## src/include/gcs_pkg.sv

```systemverilog
// Overview of operation
// - Codes 0000/0001: plain and inverted input.
// - Codes 0010/0011: driven constant low/high.
// - Codes 0100/0101: push-pull status, true/inverted.
// - Codes 0110/0111: open-drain status, either polarity.
// - Every pin level readable in status register.
// - Status-select register picks the followed bit.
// - Two config registers, four bits per pin.
// - Select fields act only for codes 01xx.
// - Followed address is 0x40 plus index.
// - Bit index 000..111 picks bit 0..7.
// - Unimplemented followed bit is taken as 0.
// - Input clock loss bits never followed.
// - Pin level status bits never followed.
// - Pins 0..3 have identical select registers.
package gcs_pkg;

   // ==========================================================
   // Widths
   localparam int unsigned NPIN = 4;
   localparam int unsigned REG_W = 8;
   localparam int unsigned CODE_W = 4;
   localparam int unsigned IDX_W = 7;
   localparam int unsigned REG_IDX_W = 5;
   localparam int unsigned BIT_IDX_W = 3;
   localparam int unsigned REG_IDX_LSB = 3;
   localparam int unsigned MIN_ADDR_W = 9;

   // ==========================================================
   // Register indices; byte address is four times the index.
   localparam logic [IDX_W-1:0] IDX_PIN01_CFG = 7'h0e;
   localparam logic [IDX_W-1:0] IDX_PIN23_CFG = 7'h0f;
   localparam logic [IDX_W-1:0] IDX_SEL0 = 7'h12;
   localparam logic [IDX_W-1:0] IDX_SEL1 = 7'h13;
   localparam logic [IDX_W-1:0] IDX_SEL2 = 7'h14;
   localparam logic [IDX_W-1:0] IDX_SEL3 = 7'h15;
   localparam logic [IDX_W-1:0] IDX_PIN_LEVEL = 7'h41;

   // Followed status space starts at this register address.
   localparam logic [REG_W-1:0] STATUS_BASE = 8'h40;
   // Pin level register seen as an index within the status space.
   localparam logic [REG_IDX_W-1:0] FOLLOW_IDX_PIN_LEVEL = 5'h01;
   localparam logic [REG_W-1:0] REG_RESET = 8'h00;

   // ==========================================================
   // Pin function codes
   localparam logic [CODE_W-1:0] FN_IN = 4'h0;
   localparam logic [CODE_W-1:0] FN_IN_INV = 4'h1;
   localparam logic [CODE_W-1:0] FN_OUT_LO = 4'h2;
   localparam logic [CODE_W-1:0] FN_OUT_HI = 4'h3;
   localparam logic [CODE_W-1:0] FN_ST = 4'h4;
   localparam logic [CODE_W-1:0] FN_ST_INV = 4'h5;
   localparam logic [CODE_W-1:0] FN_OD_LOW0 = 4'h6;
   localparam logic [CODE_W-1:0] FN_OD_LOW1 = 4'h7;

   // ==========================================================
   // AXI responses
   localparam logic [1:0] RESP_OKAY = 2'h0;
   localparam logic [1:0] RESP_SLVERR = 2'h2;
   localparam logic [1:0] RESP_DECERR = 2'h3;

   typedef enum logic [1:0] {
      WR_ACCEPT = 2'b01,
      WR_RESP = 2'b10
   } gcs_wr_state_t;

   typedef enum logic [1:0] {
      RD_ACCEPT = 2'b01,
      RD_RESP = 2'b10
   } gcs_rd_state_t;

endpackage

```

## src/verilog/gcs_gpio_top.sv

```systemverilog
`timescale 1ns/10ps
`default_nettype none
module gcs_gpio_top #(
   parameter int unsigned ADDR_W = 9,
   parameter int unsigned NREG = 32,
   parameter logic [8*NREG-1:0] IMPL_MASK = '1,
   parameter logic [8*NREG-1:0] LOS_MASK = '0
) (
   input wire logic ref_clk,
   input wire logic arst_n,
   input wire logic clkEn,
   input wire logic [ADDR_W-1:0] awaddr,
   input wire logic [2:0] awprot,
   input wire logic awvalid,
   output logic awready,
   input wire logic [31:0] wdata,
   input wire logic [3:0] wstrb,
   input wire logic wvalid,
   output logic wready,
   output logic [1:0] bresp,
   output logic bvalid,
   input wire logic bready,
   input wire logic [ADDR_W-1:0] araddr,
   input wire logic [2:0] arprot,
   input wire logic arvalid,
   output logic arready,
   output logic [31:0] rdata,
   output logic [1:0] rresp,
   output logic rvalid,
   input wire logic rready,
   input wire logic [gcs_pkg::NPIN-1:0] pinIn,
   output logic [gcs_pkg::NPIN-1:0] pinOut,
   output logic [gcs_pkg::NPIN-1:0] pinOe,
   input wire logic [8*NREG-1:0] statusIn
);

   localparam int unsigned NPIN = gcs_pkg::NPIN;
   localparam int unsigned REG_W = gcs_pkg::REG_W;
   localparam int unsigned IDX_W = gcs_pkg::IDX_W;
   localparam int unsigned CODE_W = gcs_pkg::CODE_W;

   // ==========================================================
   // Register file state
   logic [REG_W-1:0] cfg_reg [2];
   logic [REG_W-1:0] cfg_next [2];
   logic [REG_W-1:0] sel_reg [NPIN];
   logic [REG_W-1:0] sel_next [NPIN];
   logic [NPIN-1:0] level;
   logic [NPIN-1:0] followBit;
   logic [CODE_W-1:0] code [NPIN];

   // ==========================================================
   // Write channel state
   gcs_pkg::gcs_wr_state_t wrState_reg;
   gcs_pkg::gcs_wr_state_t wrState_next;
   logic awHeld_reg;
   logic awHeld_next;
   logic wHeld_reg;
   logic wHeld_next;
   logic [ADDR_W-1:0] awAddr_reg;
   logic [ADDR_W-1:0] awAddr_next;
   logic [REG_W-1:0] wData_reg;
   logic [REG_W-1:0] wData_next;
   logic wLane_reg;
   logic wLane_next;
   logic awready_reg;
   logic awready_next;
   logic wready_reg;
   logic wready_next;
   logic bvalid_reg;
   logic bvalid_next;
   logic [1:0] bresp_reg;
   logic [1:0] bresp_next;

   // Values in force at the commit edge, held or arriving.
   logic awTake;
   logic wTake;
   logic doWrite;
   logic [IDX_W-1:0] wrIdx;
   logic [REG_W-1:0] wrData;
   logic wrLane;

   // ==========================================================
   // Read channel state
   gcs_pkg::gcs_rd_state_t rdState_reg;
   gcs_pkg::gcs_rd_state_t rdState_next;
   logic arready_reg;
   logic arready_next;
   logic rvalid_reg;
   logic rvalid_next;
   logic [31:0] rdata_reg;
   logic [31:0] rdata_next;
   logic [1:0] rresp_reg;
   logic [1:0] rresp_next;
   logic [IDX_W-1:0] rdIdx;

   // ==========================================================
   // Per-pin cells and status selection
   // Pins 0/1 live in the first config register, 2/3 in the second,
   // each pin taking one four-bit field, low pin in the low nibble.
   for (genvar n = 0; n < NPIN; n++) begin : gPin
      assign code[n] = cfg_reg[n/2][(n%2)*CODE_W +: CODE_W];

      gcs_status_pick #(
         .NREG(NREG),
         .IMPL_MASK(IMPL_MASK),
         .LOS_MASK(LOS_MASK)
      ) uPick (
         .statusIn(statusIn),
         .sel(sel_reg[n]),
         .followBit(followBit[n])
      );

      gcs_pin_cell uCell (
         .ref_clk(ref_clk),
         .arst_n(arst_n),
         .clkEn(clkEn),
         .pinIn(pinIn[n]),
         .code(code[n]),
         .followBit(followBit[n]),
         .pinOut(pinOut[n]),
         .pinOe(pinOe[n]),
         .level(level[n])
      );
   end

   // ==========================================================
   // Write address and data capture
   // Address and data may come in either order; whichever arrives first
   // is parked until the other one is taken, then the register is
   // updated at that same edge and the response is raised at that edge too.
   always_comb begin
      awTake = awvalid && awready_reg;
      wTake = wvalid && wready_reg;
      wrState_next = wrState_reg;
      awHeld_next = awHeld_reg || awTake;
      wHeld_next = wHeld_reg || wTake;
      awAddr_next = awTake ? awaddr : awAddr_reg;
      wData_next = wTake ? wdata[REG_W-1:0] : wData_reg;
      wLane_next = wTake ? wstrb[0] : wLane_reg;
      awready_next = awready_reg;
      wready_next = wready_reg;
      bvalid_next = bvalid_reg;
      doWrite = 1'b0;
      case (wrState_reg)
         gcs_pkg::WR_ACCEPT: begin
            doWrite = awHeld_next && wHeld_next;
            awready_next = !awHeld_next;
            wready_next = !wHeld_next;
            if (doWrite) begin
               wrState_next = gcs_pkg::WR_RESP;
               awready_next = 1'b0;
               wready_next = 1'b0;
               bvalid_next = 1'b1;
            end
         end
         gcs_pkg::WR_RESP: begin
            awHeld_next = 1'b0;
            wHeld_next = 1'b0;
            if (bready) begin
               wrState_next = gcs_pkg::WR_ACCEPT;
               bvalid_next = 1'b0;
               awready_next = 1'b1;
               wready_next = 1'b1;
            end
         end
         default: begin
            wrState_next = gcs_pkg::WR_ACCEPT;
            awHeld_next = 1'b0;
            wHeld_next = 1'b0;
            awready_next = 1'b0;
            wready_next = 1'b0;
            bvalid_next = 1'b0;
         end
      endcase
   end

   // ==========================================================
   // Register update
   // Only byte lane 0 carries a register; a write with that lane off
   // changes nothing but still answers OKAY at a config or select index.
   always_comb begin
      wrIdx = awAddr_next[2 +: IDX_W];
      wrData = wData_next;
      wrLane = wLane_next;
      cfg_next = cfg_reg;
      sel_next = sel_reg;
      bresp_next = bresp_reg;
      if (doWrite) begin
         bresp_next = gcs_pkg::RESP_OKAY;
      end
      case (wrIdx)
         gcs_pkg::IDX_PIN01_CFG: begin
            if (doWrite && wrLane) begin
               cfg_next[0] = wrData;
            end
         end
         gcs_pkg::IDX_PIN23_CFG: begin
            if (doWrite && wrLane) begin
               cfg_next[1] = wrData;
            end
         end
         gcs_pkg::IDX_SEL0, gcs_pkg::IDX_SEL1, gcs_pkg::IDX_SEL2,
         gcs_pkg::IDX_SEL3: begin
            if (doWrite && wrLane) begin
               sel_next[2'(wrIdx - gcs_pkg::IDX_SEL0)] = wrData;
            end
         end
         gcs_pkg::IDX_PIN_LEVEL: begin
            if (doWrite) begin
               bresp_next = gcs_pkg::RESP_SLVERR;
            end
         end
         default: begin
            if (doWrite) begin
               bresp_next = gcs_pkg::RESP_DECERR;
            end
         end
      endcase
   end

   // ==========================================================
   // Read channel
   // One read at a time; data is captured at the address edge so the
   // value stands unchanged for as long as the master stalls rready.
   always_comb begin
      rdIdx = araddr[2 +: IDX_W];
      rdState_next = rdState_reg;
      arready_next = arready_reg;
      rvalid_next = rvalid_reg;
      rdata_next = rdata_reg;
      rresp_next = rresp_reg;
      case (rdState_reg)
         gcs_pkg::RD_ACCEPT: begin
            arready_next = 1'b1;
            if (arvalid && arready_reg) begin
               rdState_next = gcs_pkg::RD_RESP;
               arready_next = 1'b0;
               rvalid_next = 1'b1;
               rresp_next = gcs_pkg::RESP_OKAY;
               rdata_next = '0;
               case (rdIdx)
                  gcs_pkg::IDX_PIN01_CFG: rdata_next[REG_W-1:0] = cfg_reg[0];
                  gcs_pkg::IDX_PIN23_CFG: rdata_next[REG_W-1:0] = cfg_reg[1];
                  gcs_pkg::IDX_SEL0: rdata_next[REG_W-1:0] = sel_reg[0];
                  gcs_pkg::IDX_SEL1: rdata_next[REG_W-1:0] = sel_reg[1];
                  gcs_pkg::IDX_SEL2: rdata_next[REG_W-1:0] = sel_reg[2];
                  gcs_pkg::IDX_SEL3: rdata_next[REG_W-1:0] = sel_reg[3];
                  gcs_pkg::IDX_PIN_LEVEL: rdata_next[NPIN-1:0] = level;
                  default: rresp_next = gcs_pkg::RESP_DECERR;
               endcase
            end
         end
         gcs_pkg::RD_RESP: begin
            if (rready) begin
               rdState_next = gcs_pkg::RD_ACCEPT;
               rvalid_next = 1'b0;
               arready_next = 1'b1;
            end
         end
         default: begin
            rdState_next = gcs_pkg::RD_ACCEPT;
            arready_next = 1'b0;
            rvalid_next = 1'b0;
         end
      endcase
   end

   // ==========================================================
   // State registers
   // Ready outputs come up one edge after reset release, since a flop
   // under asynchronous reset may only take a constant.
   always_ff @(posedge ref_clk or negedge arst_n) begin
      if (!arst_n) begin
         for (int i = 0; i < 2; i++) begin
            cfg_reg[i] <= gcs_pkg::REG_RESET;
         end
         for (int i = 0; i < NPIN; i++) begin
            sel_reg[i] <= gcs_pkg::REG_RESET;
         end
         wrState_reg <= gcs_pkg::WR_ACCEPT;
         awHeld_reg <= 1'b0;
         wHeld_reg <= 1'b0;
         awAddr_reg <= '0;
         wData_reg <= '0;
         wLane_reg <= 1'b0;
         awready_reg <= 1'b0;
         wready_reg <= 1'b0;
         bvalid_reg <= 1'b0;
         bresp_reg <= gcs_pkg::RESP_OKAY;
         rdState_reg <= gcs_pkg::RD_ACCEPT;
         arready_reg <= 1'b0;
         rvalid_reg <= 1'b0;
         rdata_reg <= '0;
         rresp_reg <= gcs_pkg::RESP_OKAY;
      end else if (clkEn) begin
         cfg_reg <= cfg_next;
         sel_reg <= sel_next;
         wrState_reg <= wrState_next;
         awHeld_reg <= awHeld_next;
         wHeld_reg <= wHeld_next;
         awAddr_reg <= awAddr_next;
         wData_reg <= wData_next;
         wLane_reg <= wLane_next;
         awready_reg <= awready_next;
         wready_reg <= wready_next;
         bvalid_reg <= bvalid_next;
         bresp_reg <= bresp_next;
         rdState_reg <= rdState_next;
         arready_reg <= arready_next;
         rvalid_reg <= rvalid_next;
         rdata_reg <= rdata_next;
         rresp_reg <= rresp_next;
      end
   end

   // ==========================================================
   // Outputs straight from flops
   assign awready = awready_reg;
   assign wready = wready_reg;
   assign bvalid = bvalid_reg;
   assign bresp = bresp_reg;
   assign arready = arready_reg;
   assign rvalid = rvalid_reg;
   assign rdata = rdata_reg;
   assign rresp = rresp_reg;

   // ==========================================================
   // Elaboration checks
   // Protection bits carry no meaning here; every access is served.
   if (ADDR_W < gcs_pkg::MIN_ADDR_W || ADDR_W > 32) begin : gAddrCheck
      $error("ADDR_W must be 9 to 32 to reach the pin level register.");
   end

endmodule
`default_nettype wire

```

## src/verilog/gcs_pin_cell.sv

```systemverilog
`timescale 1ns/10ps
`default_nettype none
module gcs_pin_cell (
   input wire logic ref_clk,
   input wire logic arst_n,
   input wire logic clkEn,
   input wire logic pinIn,
   input wire logic [gcs_pkg::CODE_W-1:0] code,
   input wire logic followBit,
   output logic pinOut,
   output logic pinOe,
   output logic level
);

   // ==========================================================
   // Synchroniser and reported level
   logic syncA_reg;
   logic syncB_reg;
   logic level_reg;
   logic pinOut_reg;
   logic pinOe_reg;
   logic level_next;
   logic pinOut_next;
   logic pinOe_next;

   // Second stage alone reads the first; inversion only on the clean copy.
   always_comb begin
      level_next = syncB_reg ^ (code == gcs_pkg::FN_IN_INV);
   end

   // ==========================================================
   // Pin drive decode
   // The follow bit is looked at only in the 01xx codes, so a stale
   // select value cannot disturb a pin that is not a status output.
   always_comb begin
      pinOut_next = 1'b0;
      pinOe_next = 1'b0;
      case (code)
         gcs_pkg::FN_IN, gcs_pkg::FN_IN_INV: begin
            pinOe_next = 1'b0;
         end
         gcs_pkg::FN_OUT_LO: begin
            pinOe_next = 1'b1;
         end
         gcs_pkg::FN_OUT_HI: begin
            pinOe_next = 1'b1;
            pinOut_next = 1'b1;
         end
         gcs_pkg::FN_ST: begin
            pinOe_next = 1'b1;
            pinOut_next = followBit;
         end
         gcs_pkg::FN_ST_INV: begin
            pinOe_next = 1'b1;
            pinOut_next = ~followBit;
         end
         gcs_pkg::FN_OD_LOW0: begin
            pinOe_next = ~followBit;
         end
         gcs_pkg::FN_OD_LOW1: begin
            pinOe_next = followBit;
         end
         default: begin
            pinOe_next = 1'b0;
         end
      endcase
   end

   // All state holds while the clock enable is low.
   always_ff @(posedge ref_clk or negedge arst_n) begin
      if (!arst_n) begin
         syncA_reg <= 1'b0;
         syncB_reg <= 1'b0;
         level_reg <= 1'b0;
         pinOut_reg <= 1'b0;
         pinOe_reg <= 1'b0;
      end else if (clkEn) begin
         syncA_reg <= pinIn;
         syncB_reg <= syncA_reg;
         level_reg <= level_next;
         pinOut_reg <= pinOut_next;
         pinOe_reg <= pinOe_next;
      end
   end

   assign pinOut = pinOut_reg;
   assign pinOe = pinOe_reg;
   assign level = level_reg;

endmodule
`default_nettype wire

```

## src/verilog/gcs_status_pick.sv

```systemverilog
`timescale 1ns/10ps
`default_nettype none
module gcs_status_pick #(
   parameter int unsigned NREG = 32,
   parameter logic [8*NREG-1:0] IMPL_MASK = '1,
   parameter logic [8*NREG-1:0] LOS_MASK = '0
) (
   input wire logic [8*NREG-1:0] statusIn,
   input wire logic [gcs_pkg::REG_W-1:0] sel,
   output logic followBit
);

   // ==========================================================
   // Bit selection with refusal of forbidden and absent bits
   logic [gcs_pkg::REG_IDX_W-1:0] regIdx;
   logic [gcs_pkg::BIT_IDX_W-1:0] bitIdx;
   logic [gcs_pkg::REG_W-1:0] flat;
   logic refuse;

   // Register index sits above the bit index, giving one flat bit number
   // counted from the first status register.
   always_comb begin
      regIdx = sel[gcs_pkg::REG_IDX_LSB +: gcs_pkg::REG_IDX_W];
      bitIdx = sel[gcs_pkg::BIT_IDX_W-1:0];
      flat = {regIdx, bitIdx};
      refuse = 1'b1;
      followBit = 1'b0;
      if (32'(flat) < 8 * NREG) begin
         refuse = (regIdx == gcs_pkg::FOLLOW_IDX_PIN_LEVEL)
            || !IMPL_MASK[flat]
            || LOS_MASK[flat];
         followBit = refuse ? 1'b0 : statusIn[flat];
      end
   end

   if (NREG < 1 || NREG > 32) begin : gNregCheck
      $error("NREG must lie between 1 and 32.");
   end

endmodule
`default_nettype wire

```

## config.mk

```make
export PLATFORM = sky130hd
export DESIGN_NAME = gcs_gpio_top
export DESIGN_NICKNAME = d
export VERILOG_FILES = /design/src/include/gcs_pkg.sv /design/src/verilog/gcs_gpio_top.sv /design/src/verilog/gcs_pin_cell.sv /design/src/verilog/gcs_status_pick.sv
export SDC_FILE = /design/constraint.sdc
export NUM_CORES = 1
export LEC_CHECK = 0
export BUFFER_PORTS_ARGS = -buffer_cell sky130_fd_sc_hd__buf_2
export CORE_MARGIN = 2
export CORE_UTILIZATION = 52
export DETAILED_ROUTE_END_ITERATION = 8
export HOLD_SLACK_MARGIN = 0.03
export MAX_ROUTING_LAYER = met4
export PLACE_DENSITY = 0.79
export SLEW_MARGIN = 20
export SYNTH_ARGS = -nofsm -noshare
export SYNTH_HDL_FRONTEND = slang
export SYNTH_HIERARCHICAL = 1
export SYNTH_SLANG_ARGS = --single-unit
```

## constraint.sdc

```tcl
create_clock -name ref_clk -period 4.6 [get_ports ref_clk]
set_input_delay 0.46 -clock ref_clk [delete_from_list [all_inputs] [get_ports ref_clk]]
set_output_delay 0.46 -clock ref_clk [all_outputs]
set_load 0.1 [all_outputs]
```

==> results of run 1 <==
layer usage:
| layer | part of all wire [%] | track usage [%] |
|---|---|---|
| met4 | 5.7 | 18.9 |
| met3 | 14 | 10.8 |
| met2 | 46 | 54.8 |
| met1 | 35 | 44.5 |
| met5 | 0 | - |
cells by family after synthesis:
logic type               Yosys count  share of synthesized area (%)
multiplexers                     431                           53.7
AND/OR/NAND/NOR                  238                           9.56
AO/OA/AOI/OAI                    211                           10.9
buffers and inverters            160                           6.82
flip-flops                       104                           18.0
XOR/XNOR                          10                          0.606
adder cells (fa/ha/maj)            4                          0.346
other                              1                         0.0259
area by class of cell:
| cell class | instances | share of cell area [%] |
|---|---|---|
| inverter | 27 | 0.615 |
| timing repair buffer | 353 | 11.6 |
| clock inverter | 7 | 0.577 |
| clock buffer | 9 | 1.37 |
| tap | 378 | 2.87 |
| sequential | 104 | 15.9 |
| multi-input combinational | 918 | 66.5 |
| antenna | 36 | 0.547 |
report_power, final:
| group | switching, mW | total, mW | leakage, nW | internal (mW) |
|---|---|---|---|---|
| Clock | 0.371 | 0.810 | 0.157 | 0.439 |
| Combinational | 1.08 | 1.81 | 4.64 | 0.729 |
| Sequential | 0.192 | 1.26 | 1.34 | 1.06 |
| Total | 1.65 | 3.88 | 6.14 | 2.23 |
cell usage after synthesis (all sizes together) (5+ instances only):
library cell	count	area, um2
mux4	248	5810
a21oi	31	155
nor2b	38	238
nand4	17	119
o22ai	19	119
inv	27	101
nand2b	7	46.3
nor4b	9	104
mux2	89	1000
o21ai	17	96.3
a31oi	18	113
nand3	7	35.0
nor3b	6	45.0
nor3	21	105
a22oi	44	330
clkbuf	22	87.6
nor2	47	176
a211oi	13	97.6
mux2i	94	953
a22o	6	53.8
dfrtp	102	2550
buf	111	797
a2111oi	9	123
nand2	49	194
nand3b	10	75.1
xor2	6	52.6
and3	9	61.3
and2	5	31.3
worst register-to-register path, cell delays in order, from the launching register on:
cell,delay (ns)
dfrtp_4,0.95
buf_4,0.40
mux4_1,0.62
mux2i_1,0.17
mux2i_1,0.18
a311oi_1,0.31
o21ai_1,0.14
a32o_1,0.32
xor2_1,0.23
a31oi_1,0.12
mux2_2,0.27
how the worst min path moves through the flow:
stage | start | to | cells after the start
after floorplan | arst_n | arready | 0
after global placement | rdata[7] | rdata[7] | 2
after detailed placement | rdata[7] | rdata[7] | 2
after CTS | arst_n | gPin[3].uCell/pinOe | 1
after global routing | arst_n | gPin[3].uCell/pinOe | 1
final | arst_n | gPin[3].uCell/pinOe | 1
metrics by stage:
stage / hold slack [ns] / util, %
2_1_floorplan: 0.164 / -
3_3_place_gp: 0.471 / 58.3
3_5_place_dp: 0.478 / 58.3
4_1_cts: 0.242 / 59.5
5_1_grt: 0.280 / 59.8
6_report: 0.215 / 59.8
==> metrics, run 1 <==
detailed-route via count 13310; Crit Path Class register to register; PostCTS Resize Cnt 0; commonest non-fill, non-tap cell in the layout buf_2; DR DRC count 0; Yosys reg bits 104; max frequency 0.263 GHz; FF-to-FF setup slack 0.79 ns; Top delay family on crit path multiplexers; DR iter-0 viols 1884; slowest CP cell dfrtp_4; PwrDens 236 nW/um2; worst vdd ir 395 uV; slew margin rel. 22.9%; Chip Height 171 um; total wire length 52200 um; most frequent CP cell mux2i_1; CTS tree built; MaxCap Viol Count 0; Final Power 3.88 mW; R2R depth 10; worst r2r src sel_reg[16]; GPL Wtd Cong 1.01; WP depth 10; total grt overflow 0; initial core utilization 52.5%; filler instances 2194; Ys Warns 6; post-synth cell types 77; final setup margin 0.792 ns; Clk pin slew, worst setup/hold paths 0.08 ns; initial antenna violation count 33; crit path buf inv count 1; I/O Pins 377; Clock Tree Buf Depth 2; vias in the first global route 13108; Worst setup endpoint gPin[1].uCell/pinOe; critical-path cell list buf_4, mux4_1, mux2i_1, mux2i_1, a311oi_1, o21ai_1, a32o_1, xor2_1, a31oi_1, mux2_2; minimum clock period 3.81 ns; Syn-to-layout area delta 14.0%; layout cell share with drive strength beyond 1 47.7%; Pre-Repair DR Iteration Count 9; most frequent cells in the layout buf_2, mux4_2, dfrtp_1; Root Buffer clkbuf_16; Place WS 0.898 ns; Critical Path AT 4.05 ns; clk_lat worst skew 0.35 ns; Max FO, Critical Path 39; max-slew violations 0; Fin Clk Skew 0.0127 ns; Post-CTS Setup Inserts 0; worst slew pin tran 1.16 ns; EDFF count, synth 0; startpoint type of the worst setup path register; CP max stage delay 0.95 ns; Mapped Cells 1159; post-route cell area 16500 um2; P_leak 6.14 nW; top_reg_cell synth dfrtp_1; Critical Path Start sel_reg[16]; placed wire-length estimate 39000 um; Setup violations, final 0; H-tree depth 3; Placed Cells 1780; Die Wd 171 um; Fin Setup TNS 0 ns; post-route ant nets 0; CTS Sinks 104; total CTS buffers 9; FFs w/ async S/R, synth 100%; largest net degree at the start of global routing 69; max reg flops 32; Hold Vio Cnt, Final 0; outcome finished clean; Final Non-Filler Cells 1832; WL/cell 28.5 um; FF-to-FF End gPin[1].uCell/pinOe; area of the multi-input gates 10900 um2; Avg Synthesized Cell Area 12.5 um2; area post-placement 16100 um2; row cnt 61; PortBufs 315; sequential element share of the synthesized area 18.0%; Worst EP required 4.84 ns; Final nets 1745; critical path endpoint category register; HP Class input pin to async pin; register area 2630 um2; vias per inst 7.27; Die ar. 29100 um2; fin crit share 82.8%; global-route wire length before repair 77300 um; total track usage 36.4%; post-synthesis cell area 14500 um2; cts hold-fix bufs 0; RSZ-0062 raised after global routing false; core area 27600 um2
No activity file was read; power rests on OpenSTA's default activity.
==> inputs of run 2 (changes only) <==
CORE_UTILIZATION = 50   (was 52)
clock period = 3.4 ns   (was 4.6 ns; I/O delays follow)
==> run 2 against run 1 <==
Clock skew shrank 0.0063 ns. Sequential share of layout area down 0.57 points. Non-clock buffer count up 58. Via count grew 0.95%. Clock power up 26%. Critical endpoint is now gPin[2].uCell/pinOe.
==> metrics, run 2 (synthesis results as in run 1) <==
outcome finished clean; CTS Sinks 104 (unchanged); max frequency 0.305 GHz (+16%); MaxCap Viol Count 0 (unchanged); Root Buffer clkbuf_16; HP Class input pin to async pin; core area 28500 um2 (+3.6%); detailed-route via count 13437 (+0.95%); Syn-to-layout area delta 18.3%; vias per inst 7.17 (-1.4%); CP max stage delay 0.51 ns (-0.44 ns); largest net degree at the start of global routing 83 (+20%); DR iter-0 viols 1641 (-13%); max-slew violations 0 (unchanged); crit path buf inv count 2 (+1); total wire length 53100 um (+1.6%); P_leak 6.50 nW (+5.8%); total track usage 35.9% (-0.52 points); vias in the first global route 13476 (+2.8%); total CTS buffers 9 (unchanged); PwrDens 306 nW/um2 (+30%); H-tree depth 3 (unchanged); critical path endpoint category register; clk_lat worst skew 0.35 ns (about the same); PortBufs 315 (unchanged); layout cell share with drive strength beyond 1 49.9% (+2.2 points); DR DRC count 0 (unchanged); area post-placement 16700 um2 (+3.9%); RSZ-0062 raised after global routing false; initial antenna violation count 14 (-58%); max reg flops 32 (unchanged); Fin Clk Skew 0.00636 ns (-0.00634 ns); slew margin rel. 40.8% (+18 points); Crit Path Class register to register; global-route wire length before repair 80600 um (+4.2%); Setup violations, final 0 (unchanged); cts hold-fix bufs 0 (unchanged); fin crit share 96.3% (+14 points); hold_ws 0.0158 ns (-0.199 ns); Place WS 0.0763 ns (-0.822 ns); WL/cell 28.3 um (-0.69%); Top delay family on crit path compound AO/OA/AOI/OAI gates; Pre-Repair DR Iteration Count 7 (-2); Chip Height 174 um (+1.9%); final setup margin 0.124 ns (-0.668 ns); most frequent CP cell buf_12; initial core utilization 50.6% (-1.8 points); critical-path cell list buf_12, buf_12, mux4_2, a22oi_1, a211oi_1, a311oi_1, o21ai_1, a32o_1, xor2_1, a31oi_1, mux2_2; Final Power 5.24 mW (+35%); Die Wd 174 um (+1.9%); row cnt 62 (+1.6%); Critical Path AT 3.51 ns (-0.54 ns); I/O Pins 377 (unchanged); worst slew pin tran 0.888 ns (-0.268 ns); Final Non-Filler Cells 1875 (+2.3%); filler instances 2236 (+1.9%); commonest non-fill, non-tap cell in the layout buf_2; total grt overflow 0 (unchanged); Clk pin slew, worst setup/hold paths 0.07 ns (about the same); Fin Setup TNS 0 ns (unchanged); slowest CP cell mux4_2; Die ar. 30300 um2 (+3.9%); post-route cell area 17100 um2 (+3.8%); Max FO, Critical Path 24 (-38%); CTS tree built; final core utilization 59.9% (+0.11 points); register area 2630 um2 (about the same); Clock Tree Buf Depth 2 (unchanged); area of the multi-input gates 11000 um2 (about the same); Worst EP required 3.64 ns (-1.20 ns); Placed Cells 1837 (+3.2%); minimum clock period 3.28 ns (-0.532 ns); startpoint type of the worst setup path register; placed wire-length estimate 40600 um (+4.2%); worst vdd ir 363 uV (-8.1%); Final nets 1803 (+3.3%); post-route ant nets 0 (unchanged); GPL Wtd Cong 0.954 (-6.0%); most frequent cells in the layout buf_2, mux4_2, dfrtp_1; Hold Vio Cnt, Final 0 (unchanged)
run 2: cell types whose count changed in the layout (fill, tap and decap cells not counted), moves of 2 or more:
cell	previous run	this run
buf_12	4	24
buf_4	35	72
clkinv_4	1	3
diode_2	36	15
inv_8	2	0
run 2: final timing paths:
kind / from / endpoint / slack, ns / depth (start not counted)
max: sel_reg[8] / gPin[2].uCell/pinOe / 0.12 / 11
min in group ref_clk: pinIn[3] / gPin[3].uCell/syncA_reg / 0.23 / 2
min: arst_n / rdata[7] / 0.02 / 1
min reg2reg: rdata[4] / rdata[4] / 0.50 / 2
max reg2reg: sel_reg[8] / gPin[2].uCell/pinOe / 0.12 / 11
max in group asynchronous: arst_n / sel_reg[0] / 2.62 / 2
run 2: power by group:
| group | total, mW | internal, mW | switching [mW] |
|---|---|---|---|
| Combinational | 2.59 | 1.04 | 1.55 |
| Clock | 1.02 | 0.527 | 0.489 |
| Sequential | 1.63 | 1.44 | 0.190 |
run 2: layout make-up:
cell class / count / share of cell area (%)
Multi-Input combinational cell: 918 / 64.1
Sequential cell: 104 / 15.4
Timing Repair Buffer: 411 / 15.2
Tap cell: 384 / 2.81
Clock buffer: 10 / 1.40
Inverter: 27 / 0.593
Clock inverter: 6 / 0.300
Antenna cell: 15 / 0.220
run 2: repair_timing:
action,in CTS,in global routing
setup endpoints to repair,0,4
resized for setup,0,3
setup buffers,0,7
run 2: per-layer routing:
metal	track usage [%]	wire length (um)	share of wire (%)
met1	45.8	19600	37
met2	54.8	24400	46
met3	8.01	6330	12
met4	16.7	2800	5.3
met5	-	0	0
